`src/common/uab_params.svh`:
```
// Register map, field positions, reset values and timing counts of the auto-baud unit.
`ifndef UAB_PARAMS_SVH
`define UAB_PARAMS_SVH
`define UAB_OFS_CTRL 6'h00
`define UAB_OFS_DIV 6'h04
`define UAB_OFS_RXDATA 6'h08
`define UAB_OFS_STATUS 6'h0C
`define UAB_OFS_ISTAT 6'h10
`define UAB_OFS_IMASK 6'h14
`define UAB_CTRL_W 5
`define UAB_CTRL_RST 5'h00
`define UAB_DIV_RST 16'h0000
`define UAB_DIV_START 16'h0001
`define UAB_DIV_MAX 16'hFFFF
`define UAB_EDGES_LEFT 3'h4
`define UAB_IRQ_DONE 0
`define UAB_IRQ_OVF 1
`define UAB_IRQ_W 2
`define UAB_PRE_W 9
`define UAB_BASE_M00 9'h03F
`define UAB_BASE_M01 9'h00F
`define UAB_BASE_M11 9'h003
`define UAB_ABD_M00 9'h1FF
`define UAB_ABD_M01 9'h07F
`define UAB_ABD_M11 9'h01F
`endif

```
`src/common/uab_pkg.sv`:
```
// Types shared by the auto-baud unit.
package uab_pkg;
  typedef enum logic [2:0] {
    UAB_IDLE,
    UAB_WAKE_FALL,
    UAB_WAKE_RISE,
    UAB_START,
    UAB_FIRST_RISE,
    UAB_COUNT
  } uab_state_type;

  typedef struct packed {
    logic ovf;
    logic speed;
    logic wide;
    logic wake;
    logic en;
  } uab_ctrl_type;
endpackage : uab_pkg

```
`src/hw/uab_autobaud.sv`:
```
// Auto-baud measurement unit with its rate generator and AHB-Lite register slave.
//
// Contract
// In auto-baud mode the receive line times the generator counter over a 0x55 character.
// Setting the enable bit starts calibration and holds the receiver idle throughout.
// Counting starts at the first rising receive edge after the start bit, on the slow clock.
// Counting stops at the fifth rising edge and the period stays in the divisor pair.
// At completion the enable bit clears itself and the receive flag sets.
// Reading the receive data register clears the receive flag; software discards the data.
// During measurement both divisor bytes form one 16-bit counter whatever the wide select.
// The measuring clock is base/8: oscillator/512, /128 or /32 by the select pair.
// The base clock is oscillator/64, /16 with one select set, or /4 with both set.
// The counter starts at one; software subtracts one afterwards.
// Software may check a zero high byte to confirm the low byte did not overflow.
// With wake-on-edge set too, measurement runs on the byte after the break.
// The overflow flag sets when the counter passes its maximum before the fifth edge.
// After overflow counting continues to the fifth edge, then flag sets and enable clears.
// The overflow flag clears only by software write, never by itself at completion.
// The overflow flag ignores a clear while enable is still set.
// The bit rate equals the base clock divided by the divisor plus one.
`timescale 1ns/1ns
`include "uab_params.svh"

module uab_autobaud
  import uab_pkg::*;
#(
  // Width of the divisor pair; the measuring counter spans all of it.
  parameter int DIV_W = 16
)
(
  // Clock and reset.
  input wire logic hclk,
  input wire logic hresetn,
  // AHB-Lite slave.
  input wire logic hsel,
  input wire logic [31:0] haddr,
  input wire logic [1:0] htrans,
  input wire logic hwrite,
  input wire logic [2:0] hsize,
  input wire logic [31:0] hwdata,
  input wire logic hready,
  output logic [31:0] hrdata,
  output logic hreadyout,
  output logic hresp,
  // Serial line and receiver side.
  input wire logic rx_pin,
  output logic rx_hold,
  output logic rate_tick,
  // Interrupt.
  output logic irq
);

  uab_ctrl_type ctrl_ff;
  uab_state_type state_ff;
  logic [DIV_W-1:0] div_ff;
  logic [2:0] edges_ff;
  logic rif_ff;
  logic [`UAB_IRQ_W-1:0] istat_ff;
  logic [`UAB_IRQ_W-1:0] imask_ff;
  logic [31:0] hrdata_ff;
  logic hready_ff;
  logic irq_ff;
  logic hold_ff;
  logic tick_ff;
  logic [`UAB_PRE_W-1:0] pre_ff;
  logic [DIV_W-1:0] rate_cnt_ff;
  logic rx_s1_ff;
  logic rx_s2_ff;
  logic rx_q_ff;
  logic wr_ff;
  logic [5:0] wa_ff;

  // Prescaler masks for the base clock and for the measuring clock.
  function automatic logic [`UAB_PRE_W-1:0] pre_mask(input logic wide, input logic speed,
                                                     input logic slow);
    logic [`UAB_PRE_W-1:0] m;
    m = 9'h000;
    if (wide && speed) begin
      m = slow ? `UAB_ABD_M11 : `UAB_BASE_M11;
    end else if (wide || speed) begin
      m = slow ? `UAB_ABD_M01 : `UAB_BASE_M01;
    end else begin
      m = slow ? `UAB_ABD_M00 : `UAB_BASE_M00;
    end
    return m;
  endfunction : pre_mask

  logic [`UAB_PRE_W-1:0] base_m;
  logic [`UAB_PRE_W-1:0] abd_m;
  logic base_tick;
  logic abd_tick;
  assign base_m = pre_mask(ctrl_ff.wide, ctrl_ff.speed, 1'b0);
  assign abd_m = pre_mask(ctrl_ff.wide, ctrl_ff.speed, 1'b1);
  assign base_tick = (pre_ff & base_m) == base_m;
  assign abd_tick = (pre_ff & abd_m) == abd_m;

  always_ff @(posedge hclk or negedge hresetn) begin
    if (!hresetn) begin
      pre_ff <= 9'h000;
    end else begin
      pre_ff <= pre_ff + 9'h001;
    end
  end

  // Receive line synchroniser and edge detection.
  always_ff @(posedge hclk or negedge hresetn) begin
    if (!hresetn) begin
      rx_s1_ff <= 1'b1;
      rx_s2_ff <= 1'b1;
      rx_q_ff <= 1'b1;
    end else begin
      rx_s1_ff <= rx_pin;
      rx_s2_ff <= rx_s1_ff;
      rx_q_ff <= rx_s2_ff;
    end
  end

  logic rx_rise;
  logic rx_fall;
  assign rx_rise = rx_s2_ff && !rx_q_ff;
  assign rx_fall = !rx_s2_ff && rx_q_ff;

  // AHB-Lite address phase decode.
  logic acc;
  logic rd_acc;
  logic [5:0] ra;
  assign acc = hsel && hready && htrans[1];
  assign rd_acc = acc && !hwrite;
  assign ra = haddr[5:0];

  always_ff @(posedge hclk or negedge hresetn) begin
    if (!hresetn) begin
      wr_ff <= 1'b0;
      wa_ff <= 6'h00;
    end else begin
      wr_ff <= acc && hwrite && haddr[31:6] == 26'h0;
      wa_ff <= ra;
    end
  end

  logic wr_ctrl;
  logic wr_div;
  logic wr_istat;
  logic wr_imask;
  logic rd_rx;
  assign wr_ctrl = wr_ff && wa_ff == `UAB_OFS_CTRL;
  assign wr_div = wr_ff && wa_ff == `UAB_OFS_DIV;
  assign wr_istat = wr_ff && wa_ff == `UAB_OFS_ISTAT;
  assign wr_imask = wr_ff && wa_ff == `UAB_OFS_IMASK;
  assign rd_rx = rd_acc && haddr[31:6] == 26'h0 && ra == `UAB_OFS_RXDATA;

  // Measurement sequencer.
  logic done;
  logic abort;
  assign done = state_ff == UAB_COUNT && rx_rise && edges_ff == 3'h1;
  assign abort = wr_ctrl && !hwdata[0];

  always_ff @(posedge hclk or negedge hresetn) begin
    if (!hresetn) begin
      state_ff <= UAB_IDLE;
      edges_ff <= 3'h0;
    end else if (abort || !ctrl_ff.en) begin
      state_ff <= UAB_IDLE;
    end else begin
      case (state_ff)
        UAB_IDLE: begin
          state_ff <= ctrl_ff.wake ? UAB_WAKE_FALL : UAB_START;
        end
        UAB_WAKE_FALL: begin
          if (rx_fall) begin
            state_ff <= UAB_WAKE_RISE;
          end
        end
        UAB_WAKE_RISE: begin
          if (rx_rise) begin
            state_ff <= UAB_START;
          end
        end
        UAB_START: begin
          if (rx_fall) begin
            state_ff <= UAB_FIRST_RISE;
          end
        end
        UAB_FIRST_RISE: begin
          if (rx_rise) begin
            state_ff <= UAB_COUNT;
            edges_ff <= `UAB_EDGES_LEFT;
          end
        end
        UAB_COUNT: begin
          if (rx_rise) begin
            edges_ff <= edges_ff - 3'h1;
            if (edges_ff == 3'h1) begin
              state_ff <= UAB_IDLE;
            end
          end
        end
        default: begin
          state_ff <= UAB_IDLE;
        end
      endcase
    end
  end

  // Divisor pair: a register normally, one 16-bit counter while measuring.
  always_ff @(posedge hclk or negedge hresetn) begin
    if (!hresetn) begin
      div_ff <= DIV_W'(`UAB_DIV_RST);
    end else if (state_ff == UAB_FIRST_RISE && rx_rise && ctrl_ff.en) begin
      div_ff <= DIV_W'(`UAB_DIV_START);
    end else if (state_ff == UAB_COUNT && !done && abd_tick) begin
      div_ff <= div_ff + DIV_W'(1); // see
    end else if (wr_div && !ctrl_ff.en) begin
      div_ff <= hwdata[DIV_W-1:0];
    end
  end

  logic ovf_evt;
  assign ovf_evt = state_ff == UAB_COUNT && !done && abd_tick && div_ff == {DIV_W{1'b1}};

  // Control register; the overflow flag set wins over any clear.
  always_ff @(posedge hclk or negedge hresetn) begin
    if (!hresetn) begin
      ctrl_ff <= `UAB_CTRL_RST;
    end else begin
      if (wr_ctrl) begin
        ctrl_ff.wake <= hwdata[1];
        ctrl_ff.wide <= hwdata[2];
        ctrl_ff.speed <= hwdata[3];
      end
      if (done) begin
        ctrl_ff.en <= 1'b0;
      end else if (wr_ctrl) begin
        ctrl_ff.en <= hwdata[0];
      end
      if (ovf_evt) begin
        ctrl_ff.ovf <= 1'b1;
      end else if (wr_ctrl && !hwdata[4] && !ctrl_ff.en) begin
        ctrl_ff.ovf <= 1'b0; // see
      end
    end
  end

  // Receive flag: set at completion, cleared by reading the data register.
  always_ff @(posedge hclk or negedge hresetn) begin
    if (!hresetn) begin
      rif_ff <= 1'b0;
    end else if (done) begin
      rif_ff <= 1'b1;
    end else if (rd_rx) begin
      rif_ff <= 1'b0;
    end
  end

  // Interrupt status, write one to clear, set wins.
  logic [`UAB_IRQ_W-1:0] evt;
  assign evt = {ovf_evt, done};

  always_ff @(posedge hclk or negedge hresetn) begin
    if (!hresetn) begin
      istat_ff <= 2'h0;
      imask_ff <= 2'h0;
      irq_ff <= 1'b0;
    end else begin
      istat_ff <= evt | (istat_ff & ~(wr_istat ? hwdata[1:0] : 2'h0));
      if (wr_imask) begin
        imask_ff <= hwdata[1:0];
      end
      irq_ff <= |(istat_ff & imask_ff);
    end
  end

  // Bit-rate tick from the divisor, halted while measuring.
  always_ff @(posedge hclk or negedge hresetn) begin
    if (!hresetn) begin
      rate_cnt_ff <= '0;
      tick_ff <= 1'b0;
      hold_ff <= 1'b0;
    end else begin
      hold_ff <= ctrl_ff.en;
      tick_ff <= 1'b0;
      if (ctrl_ff.en) begin
        rate_cnt_ff <= '0;
      end else if (base_tick) begin
        if (rate_cnt_ff >= div_ff) begin
          rate_cnt_ff <= '0;
          tick_ff <= 1'b1;
        end else begin
          rate_cnt_ff <= rate_cnt_ff + DIV_W'(1);
        end
      end
    end
  end

  // Read data is registered in the address phase, so there are no wait states.
  logic [31:0] rmux;
  always_comb begin
    rmux = 32'h0000_0000;
    if (haddr[31:6] != 26'h0) begin
      rmux = 32'h0000_0000;
    end else if (ra == `UAB_OFS_CTRL) begin
      rmux = {27'h0, ctrl_ff};
    end else if (ra == `UAB_OFS_DIV) begin
      rmux = 32'(div_ff);
    end else if (ra == `UAB_OFS_STATUS) begin
      rmux = {29'h0, state_ff != UAB_IDLE, hold_ff, rif_ff};
    end else if (ra == `UAB_OFS_ISTAT) begin
      rmux = {30'h0, istat_ff};
    end else if (ra == `UAB_OFS_IMASK) begin
      rmux = {30'h0, imask_ff};
    end
  end

  always_ff @(posedge hclk or negedge hresetn) begin
    if (!hresetn) begin
      hrdata_ff <= 32'h0000_0000;
      hready_ff <= 1'b0;
    end else begin
      hready_ff <= 1'b1;
      if (rd_acc) begin
        hrdata_ff <= rmux;
      end
    end
  end

  assign hrdata = hrdata_ff;
  assign hreadyout = hready_ff;
  assign hresp = 1'b0;
  assign rx_hold = hold_ff;
  assign rate_tick = tick_ff;
  assign irq = irq_ff;
endmodule : uab_autobaud

```
`config.mk`:
```
export PLATFORM = sky130hd
export DESIGN_NAME = uab_autobaud
export DESIGN_NICKNAME = d
export VERILOG_FILES = /design/src/common/uab_pkg.sv /design/src/hw/uab_autobaud.sv
export VERILOG_INCLUDE_DIRS = /design/src /design/src/common
export SDC_FILE = /design/constraint.sdc
export NUM_CORES = 1
export LEC_CHECK = 0
export BUFFER_PORTS_ARGS = -buffer_cell sky130_fd_sc_hd__buf_4
export CAP_MARGIN = 20
export CORE_MARGIN = 10
export CORE_UTILIZATION = 54
export DETAILED_ROUTE_END_ITERATION = 16
export PLACE_DENSITY = 0.89
export SYNTH_ARGS = -nofsm -noshare
export SYNTH_HDL_FRONTEND = slang
export SYNTH_SLANG_ARGS = --single-unit
```
`constraint.sdc`:
```
create_clock -name hclk -period 3.1 [get_ports hclk]
set_input_delay 0.465 -clock hclk [delete_from_list [all_inputs] [get_ports hclk]]
set_output_delay 0.465 -clock hclk [all_outputs]
set_load 0.01 [all_outputs]
```
==> results.md, run 1 <==
- Cell Area, Synth: a little under 0.005 mm²
- Max-cap violations: 0
- Seq pwr share: 49.9%
- Delay-heaviest family, CP: simple AND/OR/NAND/NOR gates
- CTS root buffer: clkbuf_8
- Wire per inst: 18.0 µm
- GRT Resource Usage Total: 18.3%
- Placed Instances: 670
- Highest clock rate: between 300 and 400 MHz
- Post-CTS Setup Inserts: 0
- Slew headroom: 53.3%
- Switching power: 0.999 mW
- Die H: 115 µm
- Setup crit start kind: flip-flop
- Switching portion of total power: 34.3%
- Crit path DAT: 2820 ps
- #FFs+latches synth: 87
- # nets final: 670
- Chip width: 115 µm
- Clock Tree Buf Depth: 2
- Final GP Congestion: 0.886
- Combinational Power Share: a little over a fifth
- Avg Cell Area, Syn: 9.67 µm²
- # IOs: 112
- CTS Buf Count: 9
- CP max stage delay: 560 ps
- N_diodes: 0
- Detailed-router iteration count before antenna repair: 6
- Final min period: 2530 ps
- # port buffers: 74
- Worst-path clk slew: 90 ps
- Synth unique cells: 75
- Outcome: completed
- Synth Flop Type: dfrtp_1
- CP required: 3390 ps
- Non-Filler Instances: 687
- Final Max Tran Viols: 0
- Post-synth top area share: 43.1%
- Vias per inst: 6.07
- Syn. warnings: 0
- CP cell instances: ha_1, nand2b_1, a2111oi_0, a2111oi_1, nor4_4, o21bai_2, nor2_1
- CTS Hold Bufs: 0
- Final wirelength: between 10000 and 15000 µm
- Final core utilization: between 60% and 70%
- Post-cts repair resize count: 0
- Later-pin clock latency in the skew report: 370 ps
- Int Power: approximately 1.9 mW
- Crit. End Element: flip-flop
- Least-Margin Pin Slew: 695 ps
- Yosys top cell by area: dfrtp_1
- Initial Util: a little under three fifths
- PwrDens: 514 mW/mm²
- RSZ-0062 raised after global routing: false
- CP Max Fanout: 10
- Drt initial violations: around 290
- Sink Count: 87
- P&R area growth vs syn: 16.2%
- WP buf/inv: 0
- HPWL Detailed: 9100 µm
- EDFF count, synth: 0
- Final hold violation count: 0
- Setup CP Type: reg -> reg
- Full die area: approximately 0.013 mm²
- DRC: 0
- Most common cell after layout, fill and taps aside: dfrtp_1
- Layout Skew: 13.5 ps
- Min-Delay Path Class: in -> async
- Clock share of power: 29.0%
- Largest net degree at the start of global routing: 88
- Maximum vdd drop: 0.237 mV
- CTS tree: yes
- P_leak: 2.68 nW
- Antenna Nets Post-Route: 0
- Initial antenna violation count: 0
- Slowest-stage cell, CP: nor4_4
- Grt total ovfl: 0
- Layout cells sized above 1: 20.6%
- Vias: 4171
- Core area: 0.00876 mm²
- Count of final setup violators: 0
- Post-Route M1 WL: 4830 µm
- Synthesized instance count: 504
- Sequential cell area fraction in the yosys report: around 45%
- Top post-synthesis cells by area: dfrtp_1 43%, ha_1 5.4%, o21ai_0 3.5%
- Post-synth ARST share: 100%
- Most frequent cells in the layout: 84 x dfrtp_1, 77 x buf_4, 42 x nand2_1
- Metal3 WL: 978 µm
- DR WL met2: between 6000 and 7000 µm
- Rows: 34
- First-pass GRT wire length: just under 20000 µm
- Setup TNS: 0 ps
- Top layer in use: met4
- Number of global-route vias before repair: 4195
- CTS H-tree lvls: 3
- Fin crit share: 81.7%
final timing paths:
kind / start / endpoint / slack (ps) / depth (start not counted)
min reg2reg: rx_s1_ff / rx_s2_ff / 360 / 0
min: hresetn / edges_ff[0] / 40 / 1
max: div_ff[0] / rate_cnt_ff[11] / 570 / 7
max reg2reg: div_ff[0] / rate_cnt_ff[11] / 570 / 7
min in group hclk: rx_pin / rx_s1_ff / 200 / 1
max in group asynchronous: hresetn / rx_s2_ff / 2440 / 2
state kept, by name, summed over array words and instances (netlist names), 2 cells and up:
name,cells
wa_ff,6
istat_ff,2
edges_ff,3
div_ff,16
rate_cnt_ff,16
hrdata,16
state_ff,3
pre_ff,9
imask_ff,2
ctrl_ff,5
power by group through the flow:
stage               registers, mW  logic, mW  clock network (mW)
CTS                          1.44      0.602               0.851
finish                       1.45      0.614               0.842
floorplan                    1.37      0.473                   0
detailed placement           1.46      0.597                   0
global route                 1.47      0.695               0.896
global placement             1.45      0.552                   0
layout make-up:
class / count / area, µm²
multi-input combinational: 368 / 2420
inverter: 30 / 113
timing repair buffer: 78 / 606
tap: 108 / 135
fill: 655 / 3100
sequential: 87 / 2180
clock inverter: 7 / 83.8
clock buffer: 9 / 124
synth_stat cells (2+ instances only):
cell	n
a211oi_1	2
a21o_1	4
a21oi_1	24
a22o_1	13
a22oi_1	2
a2bb2oi_1	3
a31oi_1	8
a32oi_1	2
and2_1	3
and3_1	8
and4_1	7
buf_2	6
buf_4	19
clkbuf_1	7
conb_1	2
dfrtp_1	84
dfstp_2	3
ha_1	21
inv_1	30
mux2_2	3
mux2i_1	4
nand2_1	42
nand2b_1	4
nand3_1	22
nand3b_1	2
nand4_1	8
nor2_1	32
nor2b_1	6
nor3_1	14
nor3b_1	3
nor4_1	9
o21a_1	3
o21ai_0	34
o21ai_1	3
o221a_2	2
o22ai_1	6
o31ai_1	2
o41ai_1	2
or3_1	2
xnor2_1	13
xor2_1	6
metrics by stage:
step                worst slack (ps)  hold slack (ps)  total power, mW  cell area, µm²
finish                           568             36.5             2.91            5660
global route                     294             63.8             3.06            5660
CTS                              569              189             2.90            5640
detailed placement               604              347             2.06            5430
global placement                 675              346             2.00            5430
floorplan                        953              169             1.85            4930
per-layer routing:
layer	global-route usage, %	vias up
li1	-	1924
met5	0	-
met3	4.64	33
met4	8.50	0
met2	31.5	193
met1	20.8	2021
kinds of logic after synthesis:
group,count (synthesis),share of synthesized area (%)
adder cells (fa/ha/maj),21,5.39
other,2,0.154
AND/OR/NAND/NOR,182,21.7
multiplexers,7,1.51
buffers and inverters,65,6.80
XOR/XNOR,19,3.41
flip-flops,87,44.7
AO/OA/AOI/OAI,121,16.2
Note: power is estimated with default switching activity, not from simulation.
==> run 2: changes to the inputs <==
==> constraint.sdc (replaced) <==
create_clock -name hclk -period 2.48 [get_ports hclk]
set_input_delay 0.372 -clock hclk [delete_from_list [all_inputs] [get_ports hclk]]
set_output_delay 0.372 -clock hclk [all_outputs]
set_load 0.01 [all_outputs]
==> results.md, run 2 (same netlist as run 1, synthesis figures left out) <==
- Sink Count: between 80 and 90
- Count of final setup violators: 0
- Crit. End Element: flip-flop
- HPWL Detailed: 9580 µm
- CTS Buf Count: 9
- Die H: roughly 120 µm
- Grt total ovfl: 0
- Highest clock rate: 435 MHz
- Int Power: 2.49 mW
- Delay-heaviest family, CP: compound AO/OA/AOI/OAI gates
- Combinational Power Share: approximately a quarter
- RSZ-0062 raised after global routing: false
- Seq pwr share: 45.8%
- Largest net degree at the start of global routing: 45
- Switching portion of total power: 33.7%
- CTS H-tree lvls: 3
- Most frequent cells in the layout: 97 x buf_4, 84 x dfrtp_1, 42 x nand2_1
- Drt initial violations: 279
- PwrDens: ~640 mW/mm²
- # nets final: between 600 and 700
- Slew headroom: 61.7%
- Crit path DAT: 2580 ps
- Switching power: 1.27 mW
- Later-pin clock latency in the skew report: 370 ps
- PnR Total Power: 3.76 mW
- Final hold violation count: 0
- Post-CTS Setup Inserts: 0
- Chip width: 115 µm
- Clock share of power: between 20% and 30%
- CP Max Fanout: 9
- DRC: 0
- Setup TNS: 0 ps
- Clock Tree Buf Depth: 2
- CTS root buffer: clkbuf_8
- Slowest-stage cell, CP: dfrtp_1
- N_diodes: 0
- Final min period: 2300 ps
- CP max stage delay: 390 ps
- Number of global-route vias before repair: 4173
- Antenna Nets Post-Route: 0
- Outcome: completed
- CP required: 2760 ps
- CP cell instances: inv_1, ha_1, nand2b_1, a2111oi_2, a2111oi_1, buf_4, nor4_4, buf_6, nand3b_1, a31oi_1
- Most common cell after layout, fill and taps aside: buf_4
- Vias per inst: 5.93
- Core area: 0.00876 mm²
- FF-to-FF setup slack: 180 ps
- Initial antenna violation count: 0
- Vias: 4204
- Detailed-router iteration count before antenna repair: 7
- P&R area growth vs syn: 20.0%
- Final Max Tran Viols: 0
- Setup CP Type: reg -> reg
- Least-Margin Pin Slew: 574 ps
- Final GP Congestion: roughly 0.9
- Fin crit share: 92.7%
- # IOs: about 110
- Layout cells sized above 1: 23.6%
- WP buf/inv: 3
- CTS Hold Bufs: 0
- Maximum vdd drop: 0.274 mV
- First-pass GRT wire length: 20600 µm
- Rows: 34
- Final wirelength: 12600 µm
- Setup crit start kind: flip-flop
- Wire per inst: 17.8 µm
- # port buffers: 74
- GRT Resource Usage Total: 18.9%
- P_leak: between 2 and 3 nW
- Layout Skew: 10.0 ps
- Initial Util: 55.6%
- Worst-path clk slew: ~90 ps
- CTS tree: yes
- Full die area: 0.0132 mm²
- Max-cap violations: 0
- Min-Delay Path Class: in -> async
## run 2: cell types whose count changed in the layout (fill, tap and decap cells not counted), sizes merged
cell / delta
inv: -2
buf: +22
clkinv: +2
## run 2: path summary, 6_finish.rpt
check | end | from | cells past startpoint
worst min register to register | rx_s2_ff | rx_s1_ff | 0
worst max register to register | rate_cnt_ff[13] | rate_cnt_ff[0] | 10
worst max-delay path | rate_cnt_ff[13] | rate_cnt_ff[0] | 10
worst min-delay path | edges_ff[0] | hresetn | 1
max in group asynchronous | rx_q_ff | hresetn | 2
min in group hclk | rx_s1_ff | rx_pin | 1
## run 2: worst register-to-register path, delay by kind of cell, from the launching register on
family                     cells  cell delay [ps]
buffers and inverters          3              450
and+or+nand+nor                3              520
AOI/OAI and AO/OA              3              630
adders and majority gates      1              240
DFF                            1              390
## run 2: repair_timing
item | CTS | global route
endpoints found under the hold margin | 0 | 0
gates resized for setup | 0 | 4
setup endpoints to repair | 0 | 11
## run 2: power by group through the flow
stage,Combinational (mW),Sequential [mW],Clock [mW]
2_1_floorplan,0.592,1.71,0
3_3_place_gp,0.912,1.73,0
3_5_place_dp,0.974,1.75,0
4_1_cts,0.981,1.72,1.05
5_1_grt,1.11,1.74,1.10
6_report,1.00,1.72,1.04
## run 2: cell type report
cell class | instances | area [µm²]
tap | 108 | 135
timing repair buffer | 100 | 779
fill | 669 | 2920
clock buffer | 9 | 124
sequential | 87 | 2180
inverter | 30 | 113
clock inverter | 7 | 80.1
multi-input combinational | 368 | 2430
## run 2: metal layers
layer	track usage (%)	routed length (µm)	vias up
li1	-	-	1971
met1	22.5	4980	2040
met2	32.8	6420	174
met3	3.75	961	19
met4	7.10	242	0
met5	0	0	-
## run 2: per-stage QoR
stage               std cells  hold WS, ps  area [µm²]  setup WS, ps  utilization, %
finish                    709         2.00        5850           181            66.7
global route              709         47.1        5850          29.0            66.7
CTS                       709         13.5        5830          84.7            66.5
global placement          693          347        5630           132            64.2
floorplan                 520         76.4        4930           333               -
detailed placement        693          347        5630           117            64.2
==> run 3: changes to the inputs <==
--- a/config.mk
+++ b/config.mk
@@ -9,9 +9,9 @@
 export BUFFER_PORTS_ARGS = -buffer_cell sky130_fd_sc_hd__buf_4
 export CAP_MARGIN = 20
 export CORE_MARGIN = 10
-export CORE_UTILIZATION = 54
+export CORE_UTILIZATION = 35
 export DETAILED_ROUTE_END_ITERATION = 16
-export PLACE_DENSITY = 0.89
+export PLACE_DENSITY = 0.65
 export SYNTH_ARGS = -nofsm -noshare
 export SYNTH_HDL_FRONTEND = slang
 export SYNTH_SLANG_ARGS = --single-unit
==> results.md, run 3 (same netlist as run 1, synthesis figures left out) <==
- DRC: 0
- Min-Delay Path Class: in -> async
- Outcome: completed
- Wire per inst: 16.4 µm
- Crit. End Element: flip-flop
- Drt initial violations: 386
- Final GP Congestion: around 0.93
- Core area: approximately 0.014 mm²
- Slew headroom: between 50% and 60%
- CP required: 2730 ps
- Setup TNS: 0 ps
- Chip width: 138 µm
- Max-cap violations: 0
- Most frequent cells in the layout: 97 x buf_4, 84 x dfrtp_1, 42 x nand2_1
- # nets final: just under 700
- Most common cell after layout, fill and taps aside: buf_4
- Die H: 138 µm
- Final wirelength: 12800 µm
- Initial Util: 35.4%
- HPWL Detailed: approximately 9800 µm
- P_leak: 2.83 nW
- Vias per inst: 5.24
- Setup CP Type: reg -> reg
- CTS Buf Count: 9
- CP Max Fanout: 9
- Rows: between 40 and 50
- # port buffers: 74
- Layout cells sized above 1: 23.5%
- RSZ-0062 raised after global routing: false
- Post-CTS Setup Inserts: 0
- CTS root buffer: clkbuf_16
- PwrDens: 695 mW/mm²
- Final hold violation count: 0
- Worst-path clk slew: 70 ps
- CTS H-tree lvls: 3
- Detailed-router iteration count before antenna repair: 5
- Setup crit start kind: flip-flop
- Count of final setup violators: 0
- Crit path DAT: 2560 ps
- # IOs: 112
- Least-Margin Pin Slew: roughly 690 ps
- Fin crit share: 93.2%
- N_diodes: 0
- Sink Count: 87
- Antenna Nets Post-Route: 0
- Grt total ovfl: 0
- GRT Resource Usage Total: 13.2%
- Initial antenna violation count: 0
- Maximum vdd drop: 0.396 mV
- Number of global-route vias before repair: 4230
- CTS tree: yes
- Clock Tree Buf Depth: 2
- P&R area growth vs syn: 24.2%
- Largest net degree at the start of global routing: 54
- Vias: between 4000 and 5000
- Final min period: 2310 ps
- Layout Skew: around 8 ps
- Final core utilization: between 40% and 50%
- Fillers: 1331
- Final Max Tran Viols: 0
- Full die area: between 0.015 and 0.02 mm²
- CTS Hold Bufs: 0
- First-pass GRT wire length: 21400 µm
- Highest clock rate: 433 MHz
- Later-pin clock latency in the skew report: 340 ps
run 3: what timing repair did:
action / 4_1_cts / 5_1_grt
setup endpoints to repair: 8 / 15
cloned: 0 / 0
resized for setup: 2 / 3
run 3: area by class of cell:
class	instances	area [µm²]	share of cell area (%)
Tap cell	180	225	3.72
Inverter	30	113	1.86
Multi-Input combinational cell	368	2450	40.5
Clock buffer	10	239	3.95
Sequential cell	87	2180	36.0
Clock inverter	6	92.6	1.53
Timing Repair Buffer	98	748	12.4
run 3: worst max-delay path, stage by stage (launching register included):
cell	delay [ps]
dfrtp_1	410
inv_1	130
ha_1	240
nand2b_1	180
a2111oi_4	380
a2111oi_2	110
nor4_4	270
buf_4	210
nand3b_1	110
a31oi_1	190
run 3: layer usage:
layer,routed length [µm],track usage [%],up-vias
li1,-,-,1973
met3,615,2.53,17
met5,0,0,-
met1,5580,16.2,1964
met2,6380,22.7,130
met4,179,4.44,0
run 3: final timing paths:
check	cells past startpoint	slack, ps	startpoint	endpoint
worst max-delay path	9	170	rate_cnt_ff[0]	rate_cnt_ff[13]
worst min-delay path	1	80	hresetn	wa_ff[5]
worst max register to register	9	170	rate_cnt_ff[0]	rate_cnt_ff[13]
worst min register to register	0	360	rx_s1_ff	rx_s2_ff
max in group asynchronous	2	1640	hresetn	div_ff[14]
min in group hclk	1	150	rx_pin	rx_s1_ff
run 3: through the flow:
stage	std cells	power, mW	setup slack (ps)	area (µm²)	hold slack [ps]
finish	779	4.20	170	6050	75.0
global route	779	4.43	34.9	6050	134
CTS	779	4.22	35.2	6030	99.6
detailed placement	763	2.71	-14.9	5690	347
global placement	763	2.67	79.0	5690	349
floorplan	520	2.31	333	4930	76.4
run 3: report_power, final:
| part | switching, mW | internal, mW | leakage, nW | total, mW |
|---|---|---|---|---|
| clock network | 0.575 | 0.915 | 0.155 | 1.49 |
| logic | 0.548 | 0.457 | 1.60 | 1.00 |
| registers | 0.144 | 1.57 | 1.08 | 1.71 |
| total | 1.27 | 2.94 | 2.83 | 4.20 |
